`src/logic/tw_consts.vh`:
```
`ifndef TW_CONSTS_VH
`define TW_CONSTS_VH

// System clock rate in kHz
`define TW_CLK_KHZ   50000
// Bus rates in kbit/s
`define TW_STD_KBPS  100
`define TW_FAST_KBPS 400
// One bus bit is four quarter phases; longest time rounds down
`define TW_QTR_STD   (`TW_CLK_KHZ / (4 * `TW_STD_KBPS))
`define TW_QTR_FAST  (`TW_CLK_KHZ / (4 * `TW_FAST_KBPS))
// Data bits per byte slot, ack not included
`define TW_SLOT_BITS 8
// Direction bit position in the address byte
`define TW_DIR_BIT   0

`endif

```
`src/logic/tw_engine.v`:
```
// Operation
// RQ1: Bus is idle when both data and clock lines read high.
// RQ2: Byte slot is nine clocks: eight data bits MSB first, then ack.
// RQ3: Master signals end or error of a byte; slave signals data in or request.
// RQ4: A receiver may hold clock low; transmitter waits until released.
// RQ5: Start is data falling while clock is high.
// RQ6: Stop is data rising while clock is high.
// RQ7: Bus busy after a start, free after a stop.
// RQ8: First byte holds seven-bit address then direction bit.
// RQ9: Direction zero writes to slave, one reads from slave.
// RQ10: Master may issue repeated start without a stop.
// RQ11: Only the master ends a transfer, always with a stop.
// RQ12: Data changes only while clock is low.
// RQ13: Master clocks ack slot; transmitter releases data during it.
// RQ14: Receiver acks by holding data low through the ack clock.
// RQ15: Unaccepted address leaves data high; master stops and abandons.
// RQ16: Master receiver acks all bytes except the last.
// RQ17: Slave transmitter releases data after a missing ack.
// RQ18: Master starts only on an idle bus.
// RQ19: Master seeing low while sending high withdraws until bus idle.
// RQ20: Arbitration runs bit by bit over address then data.
// RQ21: Master and slave work at the same time, both directions.
// RQ22: Standard and fast bus rates are supported.
// RQ23: Lines only pulled low or released, sampled, synced, compared.
`include "tw_consts.vh"
`default_nettype none

module tw_engine
(
  input  wire       clock,
  input  wire       arst_n,
  input  wire       sclIn,
  input  wire       sdaIn,
  output reg        sclOut,
  output reg        sclOe,
  output reg        sdaOut,
  output reg        sdaOe,
  input  wire       fastMode,
  input  wire       cmdValid,
  input  wire       cmdStart,
  input  wire       cmdStop,
  input  wire       cmdRead,
  input  wire       cmdLast,
  input  wire [7:0] cmdByte,
  output reg        cmdReady,
  output reg        mDone,
  output reg        mNack,
  output reg        mArbLost,
  output reg  [7:0] mRxData,
  output reg        busBusy,
  input  wire       sEnable,
  input  wire [6:0] ownAddr,
  output reg        sRxValid,
  output reg  [7:0] sRxData,
  output reg        sTxReq,
  input  wire       sTxValid,
  input  wire [7:0] sTxData,
  output reg        sReadDir
);

  localparam [4:0] M_IDLE = 5'h01;
  localparam [4:0] M_STRT = 5'h02;
  localparam [4:0] M_BIT  = 5'h04;
  localparam [4:0] M_HOLD = 5'h08;
  localparam [4:0] M_STOP = 5'h10;

  localparam [5:0] S_IDLE = 6'h01;
  localparam [5:0] S_RECV = 6'h02;
  localparam [5:0] S_ACK  = 6'h04;
  localparam [5:0] S_REQ  = 6'h08;
  localparam [5:0] S_SEND = 6'h10;
  localparam [5:0] S_TACK = 6'h20;

  localparam integer QTR_STD_LAST  = `TW_QTR_STD - 1;
  localparam integer QTR_FAST_LAST = `TW_QTR_FAST - 1;

  function [7:0] qtrLoad;
    input fast;
    begin
      qtrLoad = fast ? QTR_FAST_LAST[7:0] : QTR_STD_LAST[7:0]; // RQ22
    end
  endfunction

  ////////////////////////////////////////////////////////////////////////
  // Line sampling and bus conditions
  reg sclM_q, sclS_q, sclP_q;
  reg sdaM_q, sdaS_q, sdaP_q;

  always @(posedge clock or negedge arst_n)
  begin
    if (!arst_n)
    begin
      sclM_q <= 1'b1;
      sclS_q <= 1'b1;
      sclP_q <= 1'b1;
      sdaM_q <= 1'b1;
      sdaS_q <= 1'b1;
      sdaP_q <= 1'b1;
    end
    else
    begin
      sclM_q <= sclIn; // RQ23
      sclS_q <= sclM_q;
      sclP_q <= sclS_q;
      sdaM_q <= sdaIn;
      sdaS_q <= sdaM_q;
      sdaP_q <= sdaS_q;
    end
  end

  wire startSeen = sclS_q & sclP_q & sdaP_q & ~sdaS_q; // RQ5
  wire stopSeen  = sclS_q & sclP_q & ~sdaP_q & sdaS_q; // RQ6
  wire sclRise   = sclS_q & ~sclP_q;
  wire sclFall   = ~sclS_q & sclP_q;
  wire busIdle   = ~busBusy & sclS_q & sdaS_q; // RQ1

  always @(posedge clock or negedge arst_n)
  begin
    if (!arst_n)
      busBusy <= 1'b0;
    else if (startSeen)
      busBusy <= 1'b1; // RQ7
    else if (stopSeen)
      busBusy <= 1'b0; // RQ7
  end

  ////////////////////////////////////////////////////////////////////////
  // Master
  reg [4:0] mSt_q;
  reg [1:0] mPh_q;
  reg [7:0] qCnt_q;
  reg [3:0] mBit_q;
  reg [7:0] mSh_q;
  reg       mTx_q, mLast_q, mStop_q, mSdaLow_q, mSclLow_q, mErr_q;

  // Phase 2 waits for the clock to read high, so stretching holds us
  wire waitHigh = (mPh_q == 2'd2) & ~sclS_q & (mSt_q != M_HOLD); // RQ4
  wire adv      = (qCnt_q == 8'h00) & ~waitHigh;
  wire take     = cmdValid & cmdReady;

  always @(posedge clock or negedge arst_n)
  begin
    if (!arst_n)
    begin
      mSt_q     <= M_IDLE;
      mPh_q     <= 2'd0;
      qCnt_q    <= 8'h00;
      mBit_q    <= 4'h0;
      mSh_q     <= 8'hFF;
      mTx_q     <= 1'b0;
      mLast_q   <= 1'b0;
      mStop_q   <= 1'b0;
      mErr_q    <= 1'b0;
      mSdaLow_q <= 1'b0;
      mSclLow_q <= 1'b0;
      cmdReady  <= 1'b0;
      mDone     <= 1'b0;
      mNack     <= 1'b0;
      mArbLost  <= 1'b0;
      mRxData   <= 8'h00;
    end
    else
    begin
      mDone  <= 1'b0;
      qCnt_q <= (qCnt_q == 8'h00 || waitHigh) ? qtrLoad(fastMode)
                                              : qCnt_q - 8'h01;
      if (adv)
        mPh_q <= mPh_q + 2'd1;
      case (mSt_q)
        M_IDLE:
        begin
          cmdReady <= busIdle & ~take; // RQ18
          mPh_q    <= 2'd0;
          if (take & cmdStart & busIdle)
          begin
            mSt_q <= M_STRT;
            mTx_q <= 1'b1;
          end
        end
        M_HOLD:
        begin
          cmdReady <= ~take;
          mPh_q    <= 2'd0;
          if (take)
          begin
            mSt_q  <= cmdStart ? M_STRT : M_BIT; // RQ10
            mTx_q  <= cmdStart | ~cmdRead; // RQ9
            mBit_q <= 4'h0;
          end
        end
        M_STRT:
        begin
          if (adv)
          begin
            case (mPh_q)
              2'd0: mSdaLow_q <= 1'b0;
              2'd1: mSclLow_q <= 1'b0;
              2'd2: mSdaLow_q <= 1'b1; // RQ5
              default:
              begin
                mSclLow_q <= 1'b1;
                mSt_q     <= M_BIT;
                mBit_q    <= 4'h0;
              end
            endcase
          end
        end
        M_BIT:
        begin
          if (adv)
          begin
            case (mPh_q)
              2'd0:
                if (mBit_q == `TW_SLOT_BITS)
                  mSdaLow_q <= ~mTx_q & ~mLast_q; // RQ13 RQ14 RQ16
                else
                  mSdaLow_q <= ~mSh_q[7]; // RQ2 RQ12
              2'd1: mSclLow_q <= 1'b0;
              2'd2: mSclLow_q <= 1'b0;
              default:
              begin
                mSclLow_q <= 1'b1;
                mBit_q    <= mBit_q + 4'h1;
                if (mBit_q != `TW_SLOT_BITS)
                  mSh_q <= {mSh_q[6:0], sdaS_q};
                if (mBit_q != `TW_SLOT_BITS && mTx_q && mSh_q[7]
                    && !sdaS_q)
                begin
                  mSt_q     <= M_IDLE; // RQ19 RQ20
                  mSdaLow_q <= 1'b0;
                  mSclLow_q <= 1'b0;
                  mArbLost  <= 1'b1;
                  mNack     <= 1'b0;
                  mDone     <= 1'b1; // RQ3
                end
                else if (mBit_q == `TW_SLOT_BITS)
                begin
                  mRxData  <= mSh_q;
                  mArbLost <= 1'b0;
                  mErr_q   <= mTx_q & sdaS_q;
                  if ((mTx_q && sdaS_q) || mStop_q)
                    mSt_q <= M_STOP; // RQ11 RQ15
                  else
                  begin
                    mSt_q <= M_HOLD;
                    mNack <= 1'b0;
                    mDone <= 1'b1; // RQ3
                  end
                end
              end
            endcase
          end
        end
        M_STOP:
        begin
          if (adv)
          begin
            case (mPh_q)
              2'd0: mSdaLow_q <= 1'b1;
              2'd1: mSclLow_q <= 1'b0;
              2'd2: mSdaLow_q <= 1'b0; // RQ6
              default:
              begin
                mSt_q <= M_IDLE;
                mNack <= mErr_q; // RQ3
                mDone <= 1'b1;
              end
            endcase
          end
        end
        default: mSt_q <= M_IDLE;
      endcase
      if (take && (mSt_q == M_IDLE || mSt_q == M_HOLD))
      begin
        mSh_q   <= (cmdRead & ~cmdStart) ? 8'hFF : cmdByte; // RQ8
        mLast_q <= cmdLast;
        mStop_q <= cmdStop;
        mPh_q   <= 2'd0;
        qCnt_q  <= qtrLoad(fastMode);
      end
    end
  end

  ////////////////////////////////////////////////////////////////////////
  // Slave, runs beside the master on the same lines
  reg [5:0] sSt_q;
  reg [3:0] sBit_q;
  reg [7:0] sSh_q;
  reg       sAddrPh_q, sSdaLow_q, sSclLow_q;

  always @(posedge clock or negedge arst_n)
  begin
    if (!arst_n)
    begin
      sSt_q     <= S_IDLE;
      sBit_q    <= 4'h0;
      sSh_q     <= 8'h00;
      sAddrPh_q <= 1'b0;
      sSdaLow_q <= 1'b0;
      sSclLow_q <= 1'b0;
      sRxValid  <= 1'b0;
      sRxData   <= 8'h00;
      sTxReq    <= 1'b0;
      sReadDir  <= 1'b0;
    end
    else
    begin
      sRxValid <= 1'b0;
      sTxReq   <= 1'b0;
      if (startSeen)
      begin
        sSt_q     <= sEnable ? S_RECV : S_IDLE; // RQ21
        sBit_q    <= 4'h0;
        sAddrPh_q <= 1'b1;
        sSdaLow_q <= 1'b0;
        sSclLow_q <= 1'b0;
      end
      else if (stopSeen)
      begin
        sSt_q     <= S_IDLE;
        sSdaLow_q <= 1'b0;
        sSclLow_q <= 1'b0;
      end
      else
      begin
        case (sSt_q)
          S_IDLE: sSdaLow_q <= 1'b0;
          S_RECV:
          begin
            if (sclRise)
            begin
              sSh_q  <= {sSh_q[6:0], sdaS_q}; // RQ2
              sBit_q <= sBit_q + 4'h1;
            end
            else if (sclFall && sBit_q == `TW_SLOT_BITS)
            begin
              if (!sAddrPh_q)
              begin
                sRxData   <= sSh_q;
                sRxValid  <= 1'b1; // RQ3
                sSdaLow_q <= 1'b1; // RQ14
                sSt_q     <= S_ACK;
              end
              else if (sSh_q[7:1] == ownAddr) // RQ8
              begin
                sReadDir  <= sSh_q[`TW_DIR_BIT]; // RQ9
                sSdaLow_q <= 1'b1;
                sSt_q     <= S_ACK;
              end
              else
                sSt_q <= S_IDLE; // RQ15
              sAddrPh_q <= 1'b0;
            end
          end
          S_ACK:
          begin
            if (sclFall)
            begin
              sSdaLow_q <= 1'b0;
              sBit_q    <= 4'h0;
              if (sReadDir)
              begin
                sSt_q     <= S_REQ;
                sSclLow_q <= 1'b1; // RQ4
                sTxReq    <= 1'b1; // RQ3
              end
              else
                sSt_q <= S_RECV;
            end
          end
          S_REQ:
          begin
            if (sTxValid)
            begin
              sSh_q     <= sTxData;
              sSdaLow_q <= ~sTxData[7]; // RQ12
              sBit_q    <= 4'h0;
              sSt_q     <= S_SEND;
            end
          end
          S_SEND:
          begin
            // Clock is let go one cycle after data settles, never together
            sSclLow_q <= 1'b0; // RQ12
            if (sclFall)
            begin
              sBit_q <= sBit_q + 4'h1;
              sSh_q  <= {sSh_q[6:0], 1'b1};
              if (sBit_q == 4'h7)
              begin
                sSdaLow_q <= 1'b0; // RQ13
                sSt_q     <= S_TACK;
              end
              else
                sSdaLow_q <= ~sSh_q[6];
            end
          end
          S_TACK:
          begin
            if (sclRise && sdaS_q)
              sSt_q <= S_IDLE; // RQ17
            else if (sclFall)
            begin
              sSt_q     <= S_REQ;
              sSclLow_q <= 1'b1;
              sTxReq    <= 1'b1;
            end
          end
          default: sSt_q <= S_IDLE;
        endcase
      end
    end
  end

  ////////////////////////////////////////////////////////////////////////
  // Open-drain pins: driven value is always low
  always @(posedge clock or negedge arst_n)
  begin
    if (!arst_n)
    begin
      sclOut <= 1'b0;
      sdaOut <= 1'b0;
      sclOe  <= 1'b0;
      sdaOe  <= 1'b0;
    end
    else
    begin
      sclOut <= 1'b0;
      sdaOut <= 1'b0;
      sclOe  <= mSclLow_q | sSclLow_q; // RQ23
      sdaOe  <= mSdaLow_q | sSdaLow_q; // RQ23
    end
  end

endmodule

`default_nettype wire

```
`config.mk`:
```
export PLATFORM = sky130hd
export DESIGN_NAME = tw_engine
export DESIGN_NICKNAME = d
export VERILOG_FILES = /design/src/logic/tw_engine.v
export VERILOG_INCLUDE_DIRS = /design/src /design/src/logic
export SDC_FILE = /design/constraint.sdc
export NUM_CORES = 1
export LEC_CHECK = 0
export BUFFER_PORTS_ARGS = -buffer_cell sky130_fd_sc_hd__buf_4
export CAP_MARGIN = 10
export CORE_UTILIZATION = 50
export DETAILED_ROUTE_END_ITERATION = 10
export GPL_ROUTABILITY_DRIVEN = 0
export PLACE_DENSITY = 0.71
export SETUP_SLACK_MARGIN = 0.1
export SYNTH_ARGS = -nofsm -noshare
export SYNTH_HDL_FRONTEND = slang
export SYNTH_SLANG_ARGS = --single-unit
```
`constraint.sdc`:
```
create_clock -name clock -period 5.37 [get_ports clock]
set_input_delay 0.537 -clock clock [delete_from_list [all_inputs] [get_ports clock]]
set_output_delay 0.537 -clock clock [all_outputs]
set_load 0.02 [all_outputs]
```
==> results.sh <==
export IMPL_outcome="finished clean"
export IMPL_numCtsBuffers=9
export IMPL_portBuffers=60
export IMPL_synth_edf_count=0
export IMPL_synthArstFlopShare_pct=100
export IMPL_ys_warn_count=0
export IMPL_drt_wl_total_um=10000
export IMPL_vias=3623
export IMPL_grt_overflow_total=0
export IMPL_cts_resized=0
export IMPL_ant_nets=0
export IMPL_antenna_cells=0
export IMPL_grt_max_degree=45
export IMPL_grt_pass1_vias=3399
export IMPL_powerDensity_nw_per_um2=333
export IMPL_core_area_um2=8760
export IMPL_critical_path_class="reg -> reg"
export IMPL_h_tree_depth=3
export IMPL_synth_commonest_cells="dfrtp_1, nor2_1, mux2_2"
export IMPL_finalCoreUtilization_pct=60.1
export IMPL_worstSetupEndpointType="flop"
export IMPL_max_stage_delay_ns=0.58
export IMPL_rsz0062_at_grt="no"
export IMPL_cts_tree="done"
export IMPL_skew_ns=0.0138
export IMPL_grt_usage_pct=21.3
export IMPL_cts_setup_buffers=0
export IMPL_cts_buffer_depth=2
export IMPL_nFillCells=725
export IMPL_fin_ws_ns=2.88
export IMPL_ys_seq_area_share_pct=47.6
export IMPL_syn_area_um2=4560
export IMPL_crit_arrival_ns=2.72
export IMPL_synth_top_cell_area_share_pct=38.4
export IMPL_crit_path_start="sSt_q[3]$_DFFE_PN0P_"
export IMPL_cp_buffers_inverters=0
export IMPL_drc=0
export IMPL_layout_min_cycle_time_ns=2.49
export IMPL_syn_inst=441
export IMPL_fin_nets=545
export IMPL_post_dp_hpwl_um=7340
export IMPL_clock_sinks=86
export IMPL_fin_tns_setup_ns=0
export IMPL_synth_area_leader_cell="dfrtp_1"
export IMPL_critical_path_required_ns=5.60
export IMPL_drt_iter0_drc=294
export IMPL_synth_area_leaders="dfrtp_1, dfstp_2, mux2_2"
export IMPL_cap_violations=0
export IMPL_cpMaxStageDelayCell="or4_4"
export IMPL_hold_violations=0
export IMPL_cp_top_family="simple AND/OR/NAND/NOR gates"
export IMPL_crit_chain="or4_4 -> or2_1 -> nor4_4 -> mux2_2"
export IMPL_synth_seq_cells=86
export IMPL_maxSlewViolCount=0
export IMPL_root_buffer="clkbuf_8"
export IMPL_drive_gt1_share_pct=28.1
export IMPL_dr_pass1_iters=5
export IMPL_synth_flop_cell="dfrtp_1"
export IMPL_min_period_over_period_pct=46.4
export IMPL_grt_pass1_wl_um=16400
export IMPL_die_area_um2=9510
export IMPL_ir_drop_v=0.000192
export IMPL_cp_start_kind="flop"
export IMPL_wire_per_inst_um=16.3
export IMPL_clk_latency_ns=0.35
export IMPL_antenna_found_initial=0
export IMPL_r2r_start="sSt_q[3]$_DFFE_PN0P_"
export IMPL_fmax_mhz=402
export IMPL_path_clk_slew_ns=0.09
export IMPL_crit_fanout=10
export IMPL_ios=63
export IMPL_synth_area_per_cell_um2=10.3
export IMPL_num_rows=34
export IMPL_die_x_um=97.5
export IMPL_ys_types=68
export IMPL_hold_path_class="in -> async"
export IMPL_die_h_um=97.5
export IMPL_holdBufCountCts=0
export IMPL_initial_core_util_pct=52.1
export IMPL_yosysMostFrequentCell="dfrtp_1"
export IMPL_p_leak_nw=2.48
export IMPL_setup_violations=0
export IMPL_slew_headroom_pct=25.3
export IMPL_post_place_ws_ns=2.83
export IMPL_post_drt_via_cell_ratio=5.91
export IMPL_tightest_slew_ns=1.12
export IMPL_synthToLayoutAreaGrowth_pct=15.5
export IMPL_whs_ns=0.162
==> layout make-up <==
type	count	area [um^2]	share of cell area, %
flip-flops and latches	86	2170	41.2
inverters	9	33.8	0.641
well taps	108	135	2.56
clock buffers	10	138	2.61
multi-input cells	333	2280	43.3
repair buffers	61	458	8.69
clock inverters	6	50.0	0.950
==> sequential cells by signal (all words and copies together) (netlist names), 2 cells and up <==
name and cells:
mBit_q 4, qCnt_q 8, mSh_q 8, sBit_q 4
mRxData 8, sSt_q 6, sRxData 8, mPh_q 2
mSt_q 5, sSh_q 8
==> metrics by stage <==
stage,total power [mW],area (um^2),instances
6_report,1.75,5270,613
2_1_floorplan,1.20,4570,442
3_5_place_dp,1.33,5080,597
4_1_cts,1.77,5270,613
5_1_grt,1.86,5270,613
3_3_place_gp,1.32,5080,597
==> power by group <==
part           leakage [nW]  internal [mW]  switching, mW
combinational          1.30          0.205          0.232
sequential             1.09          0.779          0.109
clock                0.0899          0.187          0.241
==> logic make-up (layout without fill, tap and decap cells) <==
logic type               after synthesis  count (layout)  synth area share, %
AO/OA/AOI/OAI                         99              99                 14.1
XOR/XNOR                              18              18                 3.46
adder cells (fa/ha/maj)               10              10                 2.74
buffers and inverters                 23              86                 2.41
flip-flops                            86              86                 47.6
multiplexers                          43              43                 10.4
other                                  1               2               0.0822
AND/OR/NAND/NOR                      161             161                 19.3
==> path summary, 6_finish.rpt <==
| path | endpoint | slack (ns) | depth (start not counted) |
|---|---|---|---|
| min reg2reg | sdaS_q$_DFF_PN1_ | 0.36 | 0 |
| min in group clock | sdaM_q$_DFF_PN1_ | 0.30 | 1 |
| max reg2reg | sRxData[0]$_DFFE_PN0P_ | 2.88 | 4 |
| min | mNack$_DFFE_PN0P_ | 0.16 | 1 |
| max in group asynchronous | sRxData[0]$_DFFE_PN0P_ | 4.22 | 2 |
| max | sRxData[0]$_DFFE_PN0P_ | 2.88 | 4 |
==> worst reg2reg max path, delay by kind of cell (launching register included) <==
family           cells  cell delay (ns)
muxes                1             0.41
DFF                  1             0.48
and+or+nand+nor      3             1.47
==> placed cells by master (no fill, tap or decap), types with 7 or more instances in the layout <==
cell	count
dfrtp_1	70
buf_4	61
nor2_1	37
mux2_2	34
nand2_1	31
a21oi_1	28
o21ai_0	20
dfstp_2	16
nor3_1	14
nand2b_1	13
xor2_1	12
ha_1	10
clkbuf_8	10
inv_1	9
mux2i_1	9
or3_1	8
or2_2	8
nand3_1	7
==> metal layers <==
layer,track usage (%),share of wire (%),vias to the layer above
met1,32.1,48,1730
li1,-,-,1727
met2,31.0,43,151
met3,4.03,7.1,15
met4,6.90,1.5,0
met5,0,0,-
Note: power is estimated with default switching activity, not from simulation.
